--- src/pkg/nac_pkg.sv ---
// constants shared by the nvm access control block
// assumes a single 100 MHz system clock
package nac_pkg;
  localparam int          NAC_DEPTH        = 32;
  localparam int          NAC_AW           = 5;
  // sector 0 register indices, sector 1 control index
  localparam logic [8:0]  NAC_IDX_INDEX    = 9'h040;
  localparam logic [8:0]  NAC_IDX_BYTE     = 9'h041;
  localparam logic [8:0]  NAC_IDX_CONTROL  = 9'h140;
  // control field positions
  localparam int          NAC_BIT_FTRIG    = 0;
  localparam int          NAC_BIT_FPERMIT  = 1;
  localparam int          NAC_BIT_STRIG    = 2;
  localparam int          NAC_BIT_SPERMIT  = 3;
  localparam int          NAC_BIT_RSVD     = 7;
  // reset values
  localparam logic [7:0]  NAC_CONTROL_RST  = 8'h00;
  localparam logic [7:0]  NAC_BYTE_RST     = 8'h00;
  localparam logic [4:0]  NAC_INDEX_RST    = 5'h00;
  // timing
  localparam int          NAC_CLK_MHZ      = 100;
  localparam int          NAC_READ_NS      = 40;
  localparam int          NAC_READ_CYC     = (NAC_READ_NS*NAC_CLK_MHZ)/1000;
  localparam int          NAC_WRITE_US     = 2000;
  localparam int          NAC_WRITE_CYC    = NAC_WRITE_US * NAC_CLK_MHZ;
endpackage

--- src/pkg/nac_arr_if.sv ---
// array port between the control logic and the byte store
// assumes both ends share clock_i
`timescale 1ns/1ps
`default_nettype none
interface nac_arr_if;
  logic [4:0] addr;
  logic [7:0] wdata;
  logic       we;
  logic [7:0] rdata;
  modport ctl (output addr, output wdata, output we, input rdata);
  modport mem (input addr, input wdata, input we, output rdata);
endinterface
`default_nettype wire

--- src/rtl/nac_array.sv ---
// 32 byte nonvolatile store model, registered read
// assumes the control logic writes only one byte per write cycle
`timescale 1ns/1ps
`default_nettype none
module nac_array #(
  parameter int DEPTH = 32
) (
  input  wire logic clock_i,
  nac_arr_if.mem    arr
);
  logic [7:0] mem_reg [DEPTH];
  logic [7:0] rdata_reg;
  always_ff @(posedge clock_i) begin
    if (arr.we) begin
      mem_reg[arr.addr] <= arr.wdata;
    end
    rdata_reg <= mem_reg[arr.addr];
  end
  assign arr.rdata = rdata_reg;
endmodule // nac_array
`default_nettype wire

--- src/rtl/nac_ctrl.sv ---
// nvm access control: index, byte and control registers, read and
// write sequencing, completion flag.
// assumes the core gives one access per cycle on the sfr port, and that
// write timing arrives from an asynchronous timer as a done level toggle.
`timescale 1ns/1ps
`default_nettype none
module nac_ctrl #(
  parameter int READ_CYC = nac_pkg::NAC_READ_CYC
) (
  input  wire logic       clock_i,
  input  wire logic       rst_n_i,
  input  wire logic [8:0] sfr_addr_i,
  input  wire logic       sfr_wr_i,
  input  wire logic [7:0] sfr_wdata_i,
  output logic      [7:0] sfr_rdata_o,
  output logic            timer_start_o,
  input  wire logic       timer_done_i,
  input  wire logic       irq_mask_i,
  input  wire logic       global_irq_enable_i,
  input  wire logic       stack_full_i,
  input  wire logic       irq_ack_i,
  output logic            irq_req_o,
  output logic            nvm_irq_flag_o,
  output logic            global_irq_clear_o
);
  // ****************************************
  // registers and decode
  // ****************************************
  typedef enum logic [1:0] {NAC_IDLE, NAC_READ, NAC_WRITE} nac_state_t;
  nac_state_t state_reg;
  logic [4:0] index_reg;
  logic [7:0] byte_reg;
  logic       sp_reg, st_reg, fp_reg, ft_reg;
  logic       flag_reg;
  logic [15:0] cnt_reg;
  logic       done_m_reg, done_s_reg, done_d_reg;
  nac_arr_if  arr ();

  wire sel_index = sfr_addr_i == nac_pkg::NAC_IDX_INDEX;
  wire sel_byte  = sfr_addr_i == nac_pkg::NAC_IDX_BYTE;
  wire sel_ctl   = sfr_addr_i == nac_pkg::NAC_IDX_CONTROL;
  wire wr_ctl    = sfr_wr_i && sel_ctl;
  // a trigger only counts if its permit was already stored
  wire start_wr  = wr_ctl && sfr_wdata_i[nac_pkg::NAC_BIT_STRIG] && sp_reg
                   && (state_reg == NAC_IDLE);
  wire start_rd  = wr_ctl && sfr_wdata_i[nac_pkg::NAC_BIT_FTRIG] && fp_reg
                   && (state_reg == NAC_IDLE) && !start_wr;
  wire rd_end    = (state_reg == NAC_READ) && (cnt_reg == 16'h0000);
  wire done_edge = done_s_reg ^ done_d_reg;
  wire wr_end    = (state_reg == NAC_WRITE) && done_edge;
  wire [7:0] ctl_view = {4'h0, sp_reg, st_reg, fp_reg, ft_reg};
  wire [7:0] index_view = {3'h0, index_reg};
  assign sfr_rdata_o = sel_ctl ? ctl_view :
                       sel_byte ? byte_reg :
                       sel_index ? index_view : 8'h00;

  // ****************************************
  // sequencer
  // ****************************************
  // timer done is a toggle from the slow domain; resync before use
  always_ff @(posedge clock_i or negedge rst_n_i) begin
    if (!rst_n_i) begin
      done_m_reg <= 1'b0;
      done_s_reg <= 1'b0;
      done_d_reg <= 1'b0;
    end else begin
      done_m_reg <= timer_done_i;
      done_s_reg <= done_m_reg;
      done_d_reg <= done_s_reg;
    end
  end

  always_ff @(posedge clock_i or negedge rst_n_i) begin
    if (!rst_n_i) begin
      state_reg <= NAC_IDLE;
      cnt_reg   <= 16'h0000;
    end else begin
      unique case (state_reg)
        NAC_IDLE: begin
          if (start_rd) begin
            state_reg <= NAC_READ;
            cnt_reg   <= 16'(READ_CYC - 1);
          end else if (start_wr) begin
            state_reg <= NAC_WRITE;
          end
        end
        NAC_READ: begin
          if (rd_end) begin
            state_reg <= NAC_IDLE;
          end else begin
            cnt_reg <= cnt_reg - 16'h0001;
          end
        end
        NAC_WRITE: begin
          if (wr_end) begin
            state_reg <= NAC_IDLE;
          end
        end
      endcase
    end
  end

  // ****************************************
  // control, index and byte registers
  // ****************************************
  // reset clears control
  always_ff @(posedge clock_i or negedge rst_n_i) begin
    if (!rst_n_i) begin
      sp_reg <= 1'b0;
      fp_reg <= 1'b0;
    end else if (wr_ctl) begin
      sp_reg <= sfr_wdata_i[nac_pkg::NAC_BIT_SPERMIT];
      fp_reg <= sfr_wdata_i[nac_pkg::NAC_BIT_FPERMIT];
    end
  end

  always_ff @(posedge clock_i or negedge rst_n_i) begin
    if (!rst_n_i) begin
      st_reg <= 1'b0;
      ft_reg <= 1'b0;
    end else begin
      // store trigger clears at write end
      if (start_wr) begin
        st_reg <= 1'b1;
      end else if (wr_end) begin
        st_reg <= 1'b0;
      end
      // fetch trigger clears at read end; no permit no read
      if (start_rd) begin
        ft_reg <= 1'b1;
      end else if (rd_end) begin
        ft_reg <= 1'b0;
      end
    end
  end

  always_ff @(posedge clock_i or negedge rst_n_i) begin
    if (!rst_n_i) begin
      index_reg <= nac_pkg::NAC_INDEX_RST;
      byte_reg  <= nac_pkg::NAC_BYTE_RST;
    end else begin
      if (sfr_wr_i && sel_index) begin
        index_reg <= sfr_wdata_i[4:0];
      end
      if (rd_end) begin
        byte_reg <= arr.rdata;
      end else if (sfr_wr_i && sel_byte) begin
        byte_reg <= sfr_wdata_i;
      end
    end
  end

  assign arr.addr      = index_reg;
  assign arr.wdata     = byte_reg;
  assign arr.we        = start_wr;
  assign timer_start_o = start_wr;

  nac_array #(.DEPTH(nac_pkg::NAC_DEPTH)) u_array (
    .clock_i (clock_i),
    .arr     (arr)
  );

  // ****************************************
  // completion flag
  // ****************************************
  // set on write end; set beats acknowledge
  always_ff @(posedge clock_i or negedge rst_n_i) begin
    if (!rst_n_i) begin
      flag_reg <= 1'b0;
    end else if (wr_end) begin
      flag_reg <= 1'b1;
    end else if (irq_ack_i) begin
      flag_reg <= 1'b0;
    end
  end
  assign nvm_irq_flag_o     = flag_reg;
  assign irq_req_o          = flag_reg && irq_mask_i && global_irq_enable_i
                              && !stack_full_i;
  assign global_irq_clear_o = irq_ack_i;

  // ****************************************
  // checks
  // ****************************************
  property p_nopermit_write;
    @(posedge clock_i) disable iff (!rst_n_i)
    (wr_ctl && !sp_reg) |-> !arr.we;
  endproperty
  a_nopermit_write: assert property (p_nopermit_write)
    else $error("write started without store permit");

  property p_nopermit_read;
    @(posedge clock_i) disable iff (!rst_n_i)
    (wr_ctl && !fp_reg && state_reg == NAC_IDLE) |=> !ft_reg;
  endproperty
  a_nopermit_read: assert property (p_nopermit_read)
    else $error("read started without fetch permit");

  property p_read_len;
    @(posedge clock_i) disable iff (!rst_n_i)
    start_rd |=> ft_reg [*4] ##1 !ft_reg;
  endproperty
  a_read_len: assert property (p_read_len)
    else $error("read length wrong");

  property p_upper_zero;
    @(posedge clock_i) disable iff (!rst_n_i)
    sel_ctl |-> sfr_rdata_o[6:4] == 3'h0;
  endproperty
  a_upper_zero: assert property (p_upper_zero)
    else $error("control upper bits not zero");

  property p_wr_clear;
    @(posedge clock_i) disable iff (!rst_n_i)
    wr_end |=> !st_reg && flag_reg;
  endproperty
  a_wr_clear: assert property (p_wr_clear)
    else $error("write end not reported");

  property p_byte_hold;
    @(posedge clock_i) disable iff (!rst_n_i)
    (!rd_end && !(sfr_wr_i && sel_byte)) |=> $stable(byte_reg);
  endproperty
  a_byte_hold: assert property (p_byte_hold)
    else $error("byte register changed");

  property p_st_hold;
    @(posedge clock_i) disable iff (!rst_n_i)
    (state_reg == NAC_WRITE && !wr_end) |=> st_reg;
  endproperty
  a_st_hold: assert property (p_st_hold)
    else $error("store trigger dropped early");

  property p_sp_gate;
    @(posedge clock_i) disable iff (!rst_n_i)
    $rose(st_reg) |-> $past(sp_reg);
  endproperty
  a_sp_gate: assert property (p_sp_gate)
    else $error("write start without permit");

  c_read:  cover property (@(posedge clock_i) disable iff (!rst_n_i) rd_end);
  c_write: cover property (@(posedge clock_i) disable iff (!rst_n_i) wr_end);
  c_irq:   cover property (@(posedge clock_i) disable iff (!rst_n_i)
                           irq_req_o);
endmodule // nac_ctrl
`default_nettype wire

--- config.mk ---
export PLATFORM = sky130hd
export DESIGN_NAME = nac_ctrl
export DESIGN_NICKNAME = d
export VERILOG_FILES = /design/src/pkg/nac_pkg.sv /design/src/pkg/nac_arr_if.sv /design/src/rtl/nac_array.sv /design/src/rtl/nac_ctrl.sv
export SDC_FILE = /design/constraint.sdc
export NUM_CORES = 1
export LEC_CHECK = 0
export ABC_AREA = 0
export BUFFER_PORTS_ARGS = -buffer_cell sky130_fd_sc_hd__buf_2
export CELL_PAD_IN_SITES_DETAIL_PLACEMENT = 2
export CELL_PAD_IN_SITES_GLOBAL_PLACEMENT = 2
export CORE_ASPECT_RATIO = 0.8
export CORE_MARGIN = 2
export CORE_UTILIZATION = 35
export DETAILED_ROUTE_END_ITERATION = 10
export GPL_ROUTABILITY_DRIVEN = 0
export HOLD_SLACK_MARGIN = 0.03
export MAX_ROUTING_LAYER = met4
export PLACE_DENSITY = 0.59
export SYNTH_ARGS = -nofsm -noshare
export SYNTH_HDL_FRONTEND = slang
export SYNTH_SLANG_ARGS = --single-unit
--- constraint.sdc ---
create_clock -name clock_i -period 2.1 [get_ports clock_i]
set_clock_uncertainty 0.15 [all_clocks]
set_input_delay 0.105 -clock clock_i [delete_from_list [all_inputs] [get_ports clock_i]]
set_output_delay 0.105 -clock clock_i [all_outputs]
set_load 0.01 [all_outputs]
==> qor.yml, run 1 <==
p_per_area_nw_per_um2: 847.9
synth_top_flop_cell: "edfxtp_1"
layout-drive-gt1-share_pct: 42.66
grt_overflow: 0
track_usage_pct: 20.94
start_util_pct: 35.79
grt_pass1_wl_um: 53310
cts_buffers: 31
clkSlewWorstSetupHoldPaths_ns: 0.07
maxSlewViolCount: 0
topRoutingLayerUsed: "met4"
fill_cells: 3098
first_global_vias: 7691
wl_met2_um: 16880
synthToLayoutAreaGrowth_pct: 28.94
first_pass_iters: 5
wl_per_cell_um: 26.84
cp_max_fo: 8
postLayoutCellArea_um2: 15630
nets: 871
dpl_cell_area_um2: 13720
final_common_cell: "edfxtp_1"
combPwrFrac_pct: 7.1
setup_viol: 11
routed_wl_um: 35700
cp_data_required_time_ns: 2.38
critPathKind: "reg -> reg"
ant_nets: 0
peakVddDrop_mv: 0.7426
rrSetupSlack_ns: -0.03
seqPwrFrac_pct: 49.7
die_h_um: 170.4
antenna_found_initial: 0
drt-met1-wl_um: 16810
fp.dieArea_um2: 36140
hold_class: "in -> reg"
final.period_utilization_pct: 101.5
power_switching_w: 0.002894
postSynthAreaPerCell_um2: 17.95
async_flop_share_pct: 12.87
rsz0062_at_grt: "true"
clkPwrFrac_pct: 43.2
p_leak_nw: 4.906
vias: 7012
cp.arrival_ns: 2.41
cts-root-buf: "clkbuf_16"
tightest_slew_ns: 0.7369
htreeDepth: 1
ys_seq_elements: 303
synth.distinct_cells: 55
syn_inst: 675
switching_share_pct: 21.85
ys_warn_count: 0
status: "complete, but fails checks"
num_antenna_cells: 0
post-route-util_pct: 46.15
fin_ws_ns: -0.03050
crit_path_start_kind: "flop"
fin_cells: 1330
via_per_inst: 5.272
clk_path_buf_depth: 3
cts_tree: "done"
end_kind: "flop"
max_cap_viol_count: 0
grt_max_degree: 43
syn_area_um2: 12120
max_slew_margin_pct: 50.61
rows: 60
violations: "setup timing"
port_buffers: 36
drt_first_iter_violations: 574
clkLatencyLatePin_ns: 0.57
cts_sinks: 303
p_int_w: 0.01036
dieWidth_um: 212.0
dp.cells: 1242
dpl.hpwl_um: 23220
max_freq_mhz: 469.4
mostFrequentLayoutCells: "edfxtp_1 (256), buf_4 (67), mux4_2 (64), buf_2 (35), clkbuf_16 (32)"
ioPinCount: 37
synth_edf_count: 256
p_total_w: 0.01325
core_um2: 33860
syn_nets: 705
fin_crit_ns: 2.131
largest_register_ffs: 256
hold_viol: 0
dr_wl_met3_um: 1305
drc: 0
yosysSeqAreaShare_pct: 72.81
==> cell families after synthesis <==
logic type | count (synthesis) | share of synthesized area [%]
flops | 303 | 72.81
simple gates | 150 | 6.514
compound gates | 92 | 5.203
mux | 81 | 13.38
buf+inv | 43 | 1.507
fa+ha+maj | 5 | 0.5162
xor+xnor | 1 | 0.07228
==> metal layers <==
| layer | vias up | track usage, % |
|---|---|---|
| li1 | 3064 | - |
| met1 | 3760 | 29.90 |
| met2 | 145 | 32.02 |
| met3 | 43 | 3.063 |
| met4 | 0 | 4.501 |
| met5 | - | - |
==> layout make-up <==
cell class	instances	area, um^2	area share, %
clock inverter	12	136.4	0.8728
timing repair buffer	166	1555	9.953
sequential	303	8837	56.55
multi-input combinational	330	3556	22.76
tap	465	581.8	3.723
clock buffer	45	925.9	5.925
inverter	9	33.78	0.2162
==> stage by stage <==
stage                     setup slack, ns  setup TNS (ns)  hold slack [ns]
after CTS                        -0.05803         -0.7572          0.03845
final                            -0.03050         -0.1453          0.04571
after global routing              -0.1093          -7.046          0.04441
after floorplan                   -0.4073          -93.53          -0.3406
after global placement            -0.4219          -99.51          0.04966
after detailed placement          -0.4748         -109.14          0.06385
==> Yosys cell counts (2+ instances only) <==
| library cell | n | area share [%] |
|---|---|---|
| nand2b_1 | 4 | 0.21 |
| buf_2 | 2 | 0.083 |
| a21oi_1 | 21 | 0.87 |
| dfxtp_1 | 8 | 1.3 |
| o21ai_0 | 8 | 0.33 |
| and3_1 | 2 | 0.10 |
| mux4_2 | 64 | 12 |
| edfxtp_1 | 256 | 63 |
| a21o_1 | 3 | 0.19 |
| buf_1 | 8 | 0.25 |
| nor4_1 | 2 | 0.10 |
| inv_1 | 9 | 0.28 |
| mux2_2 | 8 | 0.74 |
| ha_1 | 5 | 0.52 |
| nor3_1 | 9 | 0.37 |
| nor3b_1 | 2 | 0.12 |
| mux2i_1 | 9 | 0.74 |
| nand3b_1 | 5 | 0.31 |
| nand4_1 | 10 | 0.52 |
| and2_1 | 7 | 0.36 |
| o22ai_1 | 3 | 0.15 |
| o31ai_1 | 11 | 0.68 |
| dfrtp_1 | 39 | 8.1 |
| o31a_1 | 5 | 0.36 |
| or2_2 | 4 | 0.21 |
| clkbuf_1 | 21 | 0.65 |
| nand2_1 | 23 | 0.71 |
| o21ai_1 | 2 | 0.083 |
| nor2_2 | 2 | 0.10 |
| or3_1 | 4 | 0.21 |
| nor2b_1 | 10 | 0.52 |
| nand3_1 | 8 | 0.33 |
| a221oi_1 | 4 | 0.29 |
| nor2_1 | 49 | 1.5 |
| a22oi_1 | 27 | 1.7 |
| buf_6 | 2 | 0.19 |
==> final timing paths <==
check,from,to,depth (start not counted)
setup / recovery,arr.addr[0],u_array.arr.rdata[1],7
hold / removal,sfr_addr_i[8],ft_reg,6
setup reg to reg,arr.addr[0],u_array.arr.rdata[1],7
hold reg to reg,done_m_reg,done_s_reg,0
max in group asynchronous,rst_n_i,arr.addr[0],4
min in group asynchronous,rst_n_i,cnt_reg[13],4
==> power groups by stage <==
stage / logic [W] / registers [W] / clock network, W
floorplan: 0.000375 / 0.00670 / 0
global placement: 0.000768 / 0.00670 / 0
detailed placement: 0.000800 / 0.00671 / 0
CTS: 0.000883 / 0.00659 / 0.00586
global route: 0.00102 / 0.00659 / 0.00605
finish: 0.000939 / 0.00659 / 0.00572
==> what timing repair did <==
| item | in CTS | in global routing |
|---|---|---|
| hold buffers | 14 | 0 |
| hold endpoints to repair | 59 | 0 |
| setup endpoints to repair | 281 | 274 |
| cloned | 2 | 2 |
| pin swaps | 8 | 14 |
| setup buffers | 9 | 4 |
| resized for setup | 30 | 102 |
==> critical path, cell delays in order (launching register included) <==
cell and delay [ns]:
dfrtp_4 0.45, buf_8 0.15, buf_12 0.16, mux4_2 0.49
nor2b_1 0.17, a21oi_2 0.14, buf_4 0.16, nand4_1 0.12
Note: power is estimated with default switching activity, not from simulation.
==> inputs of run 2 (changes only) <==
--- a/config.mk
+++ b/config.mk
@@ -17,6 +17,7 @@
 export HOLD_SLACK_MARGIN = 0.03
 export MAX_ROUTING_LAYER = met4
 export PLACE_DENSITY = 0.59
+export SETUP_SLACK_MARGIN = 0.15
 export SYNTH_ARGS = -nofsm -noshare
 export SYNTH_HDL_FRONTEND = slang
 export SYNTH_SLANG_ARGS = --single-unit
==> run 2 against run 1 <==
  * The run still ends with setup timing left
  * Cell area up 5.9%
  * Setup slack worse by 0.073 ns
  * Wire length up 7.1%
  * Hold slack better by 0.015 ns
  * Sequential share of layout area down 3.2 points
  * Clock power up 3%
  * Critical path depth unchanged
  * Maximum frequency down 3.3%
  * Combinational power up 32%
  * Highest routed layer unchanged
  * Non-clock buffer count up 44
  * Via count up 4.0%
  * Critical endpoint is now u_array.arr.rdata[0]
  * Die area unchanged
==> qor.yml, run 2 (synthesis results as in run 1) <==
max_slew_margin_pct: 38.29
dpl.hpwl_um: 23030
ant_nets: 0
postLayoutCellArea_um2: 16550
dpl_cell_area_um2: 13800
cp_max_fo: 6
violations: "setup timing"
crit_path_start_kind: "flop"
nets: 920
drc: 0
clkSlewWorstSetupHoldPaths_ns: 0.06
end_kind: "flop"
antenna_found_initial: 0
first_global_vias: 8037
max_cap_viol_count: 0
fin_ws_ns: -0.1037
cts_sinks: 303
fin_setup_tns_ns: -0.4275
port_buffers: 36
largest_register_ffs: 256
tightest_slew_ns: 0.9206
preCtsSetupSlack_ns: -0.5671
rsz0062_at_grt: "true"
clkLatencyLatePin_ns: 0.53
fin_crit_ns: 2.204
cts_buffers: 34
final.period_utilization_pct: 104.9
p_per_area_nw_per_um2: 828.5
crit_top_cell: "buf_4"
cts-root-buf: "clkbuf_16"
core_um2: 33860
status: "complete, but fails checks"
htreeDepth: 2
critPathKind: "reg -> reg"
max_freq_mhz: 453.8
cpMaxStageDelayCell: "dfrtp_4"
cp_cell_sequence: "buf_12 > buf_4 > buf_16 > mux4_2 > a22oi_2 > buf_4 > nand4_1"
num_antenna_cells: 0
vias: 7293
final_common_cell: "edfxtp_1"
clk_path_buf_depth: 3
p_leak_nw: 5.219
grt_max_degree: 34
start_util_pct: 35.79
via_per_inst: 5.289
hold_class: "in -> async"
synthToLayoutAreaGrowth_pct: 36.60
setup_viol: 6
rows: 60
fp.dieArea_um2: 36140
cp_data_required_time_ns: 2.33
grt_pass1_wl_um: 56210
first_pass_iters: 6
hold_viol: 0
wl_per_cell_um: 27.72
die_h_um: 170.4
cpPeakStageDelay_ns: 0.51
mostFrequentLayoutCells: "edfxtp_1 (256), buf_4 (92), mux4_2 (64), buf_6 (41), nor2_4 (40)"
maxSlewViolCount: 0
grt_overflow: 0
layout-drive-gt1-share_pct: 51.20
peakVddDrop_mv: 0.6525
routed_wl_um: 38220
ioPinCount: 37
cp.arrival_ns: 2.43
track_usage_pct: 22.31
drt_first_iter_violations: 524
cts_tree: "done"
fin_cells: 1379
dp.cells: 1254
p_total_w: 0.01372
dieWidth_um: 212.0
-- run 2: cell types whose count changed in the layout (fill, tap and decap cells not counted), sizes merged, moves of 2 or more --
cell    change
buf        +42
clkinv      +6
clkbuf      -4
or2         +2
-- run 2: critical path, delay by kind of cell, from the launching register on --
kind,cells,cell delay [ns]
simple gates,1,0.08
flops,1,0.51
compound gates,1,0.26
buf+inv,4,0.61
mux,1,0.43
-- run 2: cell type report --
cell class              instances  area [um^2]
repair buffers                210         2016
fillers                      3031        17300
multi-input cells             332         3991
flip-flops and latches        303         8833
inverters                       9        33.78
clock buffers                  41        940.9
clock inverters                19        157.7
well taps                     465        581.8
-- run 2: routing by layer --
layer	vias to the layer above	share of wire [%]	track usage [%]
met4	0	1.3	4.776
li1	3180	-	-
met1	3932	46	30.81
met5	-	0	-
met2	141	49	34.94
met3	40	4.3	3.746
-- run 2: report_power, final --
group | internal, W | switching [W] | total [W] | leakage [nW]
logic | 0.000569 | 0.000674 | 0.00124 | 2.17
clock network | 0.00345 | 0.00244 | 0.00589 | 0.535
registers | 0.00653 | 0.0000473 | 0.00658 | 2.51
-- run 2: worst paths after layout --
path / start / endpoint / slack (ns) / cells past startpoint
setup reg to reg: arr.addr[0] / u_array.arr.rdata[0] / -0.10 / 7
hold reg to reg: done_m_reg / done_s_reg / 0.23 / 0
max in group asynchronous: rst_n_i / arr.wdata[2] / 1.06 / 3
min in group clock_i: sfr_addr_i[4] / fp_reg / 0.07 / 5
hold / removal: rst_n_i / cnt_reg[10] / 0.06 / 2
setup / recovery: arr.addr[0] / u_array.arr.rdata[0] / -0.10 / 7
-- run 2: repair_timing --
item                                    in CTS  in global routing
gates cloned                                 6                  3
endpoints found under the setup margin     296                292
endpoints found under the hold margin       50                  0
gates resized for setup                    164                 74
hold buffers                                15                  0
setup buffers                               24                 17
pin swaps                                   37                 41
-- run 2: per-stage QoR --
stage,utilization (%),hold WS [ns]
after floorplan,-,-0.3406
after global placement,40.75,0.04903
after detailed placement,40.75,0.06403
after CTS,47.54,0.04911
after global routing,48.89,0.07789
final,48.89,0.06117
==> inputs of run 3 (changes only) <==
--- a/config.mk
+++ b/config.mk
@@ -14,10 +14,12 @@
 export CORE_UTILIZATION = 35
 export DETAILED_ROUTE_END_ITERATION = 10
 export GPL_ROUTABILITY_DRIVEN = 0
+export GPL_TIMING_DRIVEN = 0
 export HOLD_SLACK_MARGIN = 0.03
 export MAX_ROUTING_LAYER = met4
 export PLACE_DENSITY = 0.59
 export SETUP_SLACK_MARGIN = 0.15
+export SKIP_CTS_REPAIR_TIMING = 1
 export SYNTH_ARGS = -nofsm -noshare
 export SYNTH_HDL_FRONTEND = slang
 export SYNTH_SLANG_ARGS = --single-unit
==> run 3 against run 2 <==
  * The run still ends with setup timing left
  * First-iteration DRC count up 6.1%
  * Wire length up 0.12%
  * Utilization about the same
  * Via count down 0.52%
  * Register-to-register slack worse by 0.05 ns
  * Sequential power about the same
  * Setup slack worse by 0.052 ns
  * Power down 0.92%
  * Critical path depth down 1
  * Critical path type unchanged
  * Critical endpoint is now u_array.mem_reg[24][3]
  * Highest routed layer unchanged
==> qor.yml, run 3 (synthesis results as in run 1) <==
status: "complete, but fails checks"
violations: "setup timing"
cp_cell_sequence: "inv_2 > ha_4 > nand3_4 > or4_4 > buf_12 > nor2_4"
clk_path_buf_depth: 3
via_per_inst: 5.378
max_slew_margin_pct: 36.37
start_util_pct: 35.79
ioPinCount: 37
grt_overflow: 0
cts_sinks: 303
track_usage_pct: 19.67
dp.cells: 1176
hold_depth: 2
hold_viol: 0
core_um2: 33860
cpMaxStageDelayCell: "or4_4"
cp_max_fo: 8
antenna_found_initial: 1
largest_register_ffs: 256
critPathKind: "reg -> reg"
mostFrequentLayoutCells: "edfxtp_1 (256), mux4_2 (64), buf_4 (44), buf_12 (43), nor2_4 (38)"
cp.arrival_ns: 2.37
p_leak_nw: 5.179
num_antenna_cells: 0
die_h_um: 170.4
cts-root-buf: "clkbuf_16"
holdWs_ns: 0.03785
nets: 891
grt_pass1_wl_um: 49650
end_kind: "flop"
crit_path_start_kind: "flop"
setup_viol: 148
max_freq_mhz: 443.3
peakVddDrop_mv: 0.7101
final_common_cell: "edfxtp_1"
maxSlewViolCount: 0
r2r_end: "u_array.mem_reg[24][3]"
drt_first_iter_violations: 556
max_cap_viol_count: 0
dieWidth_um: 212.0
synthToLayoutAreaGrowth_pct: 36.48
tightest_slew_ns: 0.9544
hp-start: "timer_done_i"
drc: 0
startpoint: "state_reg[1]"
post-route-util_pct: 48.85
hold_class: "in -> reg"
final.period_utilization_pct: 107.4
wl_per_cell_um: 28.36
clkLatencyLatePin_ns: 0.59
port_buffers: 36
routed_wl_um: 38260
reg2reg_from: "state_reg[1]"
fin_ws_ns: -0.1560
rsz0062_at_grt: "true"
cpPeakStageDelay_ns: 0.52
htreeDepth: 1
p_total_w: 0.01359
preCtsSetupSlack_ns: -1.996
ant_nets: 0
dpl.hpwl_um: 22370
fp.dieArea_um2: 36140
layout-drive-gt1-share_pct: 48.30
p_per_area_nw_per_um2: 821.6
min_to: "done_m_reg"
fin_cells: 1349
rrSetupSlack_ns: -0.16
fin_crit_ns: 2.256
cp_data_required_time_ns: 2.21
cts_tree: "done"
rows: 60
r2r.worst_path.cells: 6
cts_buffers: 31
vias: 7255
grt_max_degree: 40
first_pass_iters: 5
clkSlewWorstSetupHoldPaths_ns: 0.07
first_global_vias: 7208
run 3: cell types whose count changed in the layout (fill, tap and decap cells not counted), moves of 6 or more:
cell	change
dfrtp_1	-9
buf_4	-48
buf_6	-18
o31ai_1	+6
o21ai_2	-6
buf_12	+29
run 3: layer usage:
layer	track usage [%]	vias to the layer above	part of all wire (%)
met3	2.528	63	3.9
met4	4.378	0	2.1
met5	-	-	0
li1	-	3106	-
met1	28.42	3907	45
met2	29.86	179	49
run 3: area by class of cell:
type                       count  area, um^2
fill                        3028       17320
buffer                        34       409.1
sequential                   303        8857
tap                          465       581.8
clock inverter                24       297.8
timing repair buffer         153        1764
multi-input combinational    329        3811
inverter                       9       38.79
clock buffer                  32       779.5
run 3: worst max-delay path by stage:
stage	endpoint	slack, ns	depth (start not counted)
global placement	u_array.mem_reg[30][1]	-1.96	5
finish	u_array.mem_reg[24][3]	-0.16	6
detailed placement	u_array.mem_reg[22][7]	-2.00	5
global route	u_array.mem_reg[24][1]	-0.21	6
CTS	u_array.mem_reg[22][7]	-2.01	5
floorplan	u_array.mem_reg[13][0]	-0.41	6
run 3: power breakdown:
part	switching, W	internal (W)
sequential	0.0000753	0.00653
combinational	0.000542	0.000487
clock	0.00241	0.00354
run 3: critical path: cells and delay by family (launching register included):
| family | cells | cell delay [ns] |
|---|---|---|
| adder cells (fa/ha/maj) | 1 | 0.19 |
| buffers and inverters | 2 | 0.28 |
| flip-flops | 1 | 0.41 |
| AND/OR/NAND/NOR | 3 | 0.91 |
run 3: stage by stage:
stage	cell area [um^2]	setup TNS, ns
3_3_place_gp	13010	-380.31
2_1_floorplan	12250	-93.39
4_1_cts	14090	-373.29
3_5_place_dp	13010	-380.36
6_report	16540	-13.15
5_1_grt	16540	-24.78
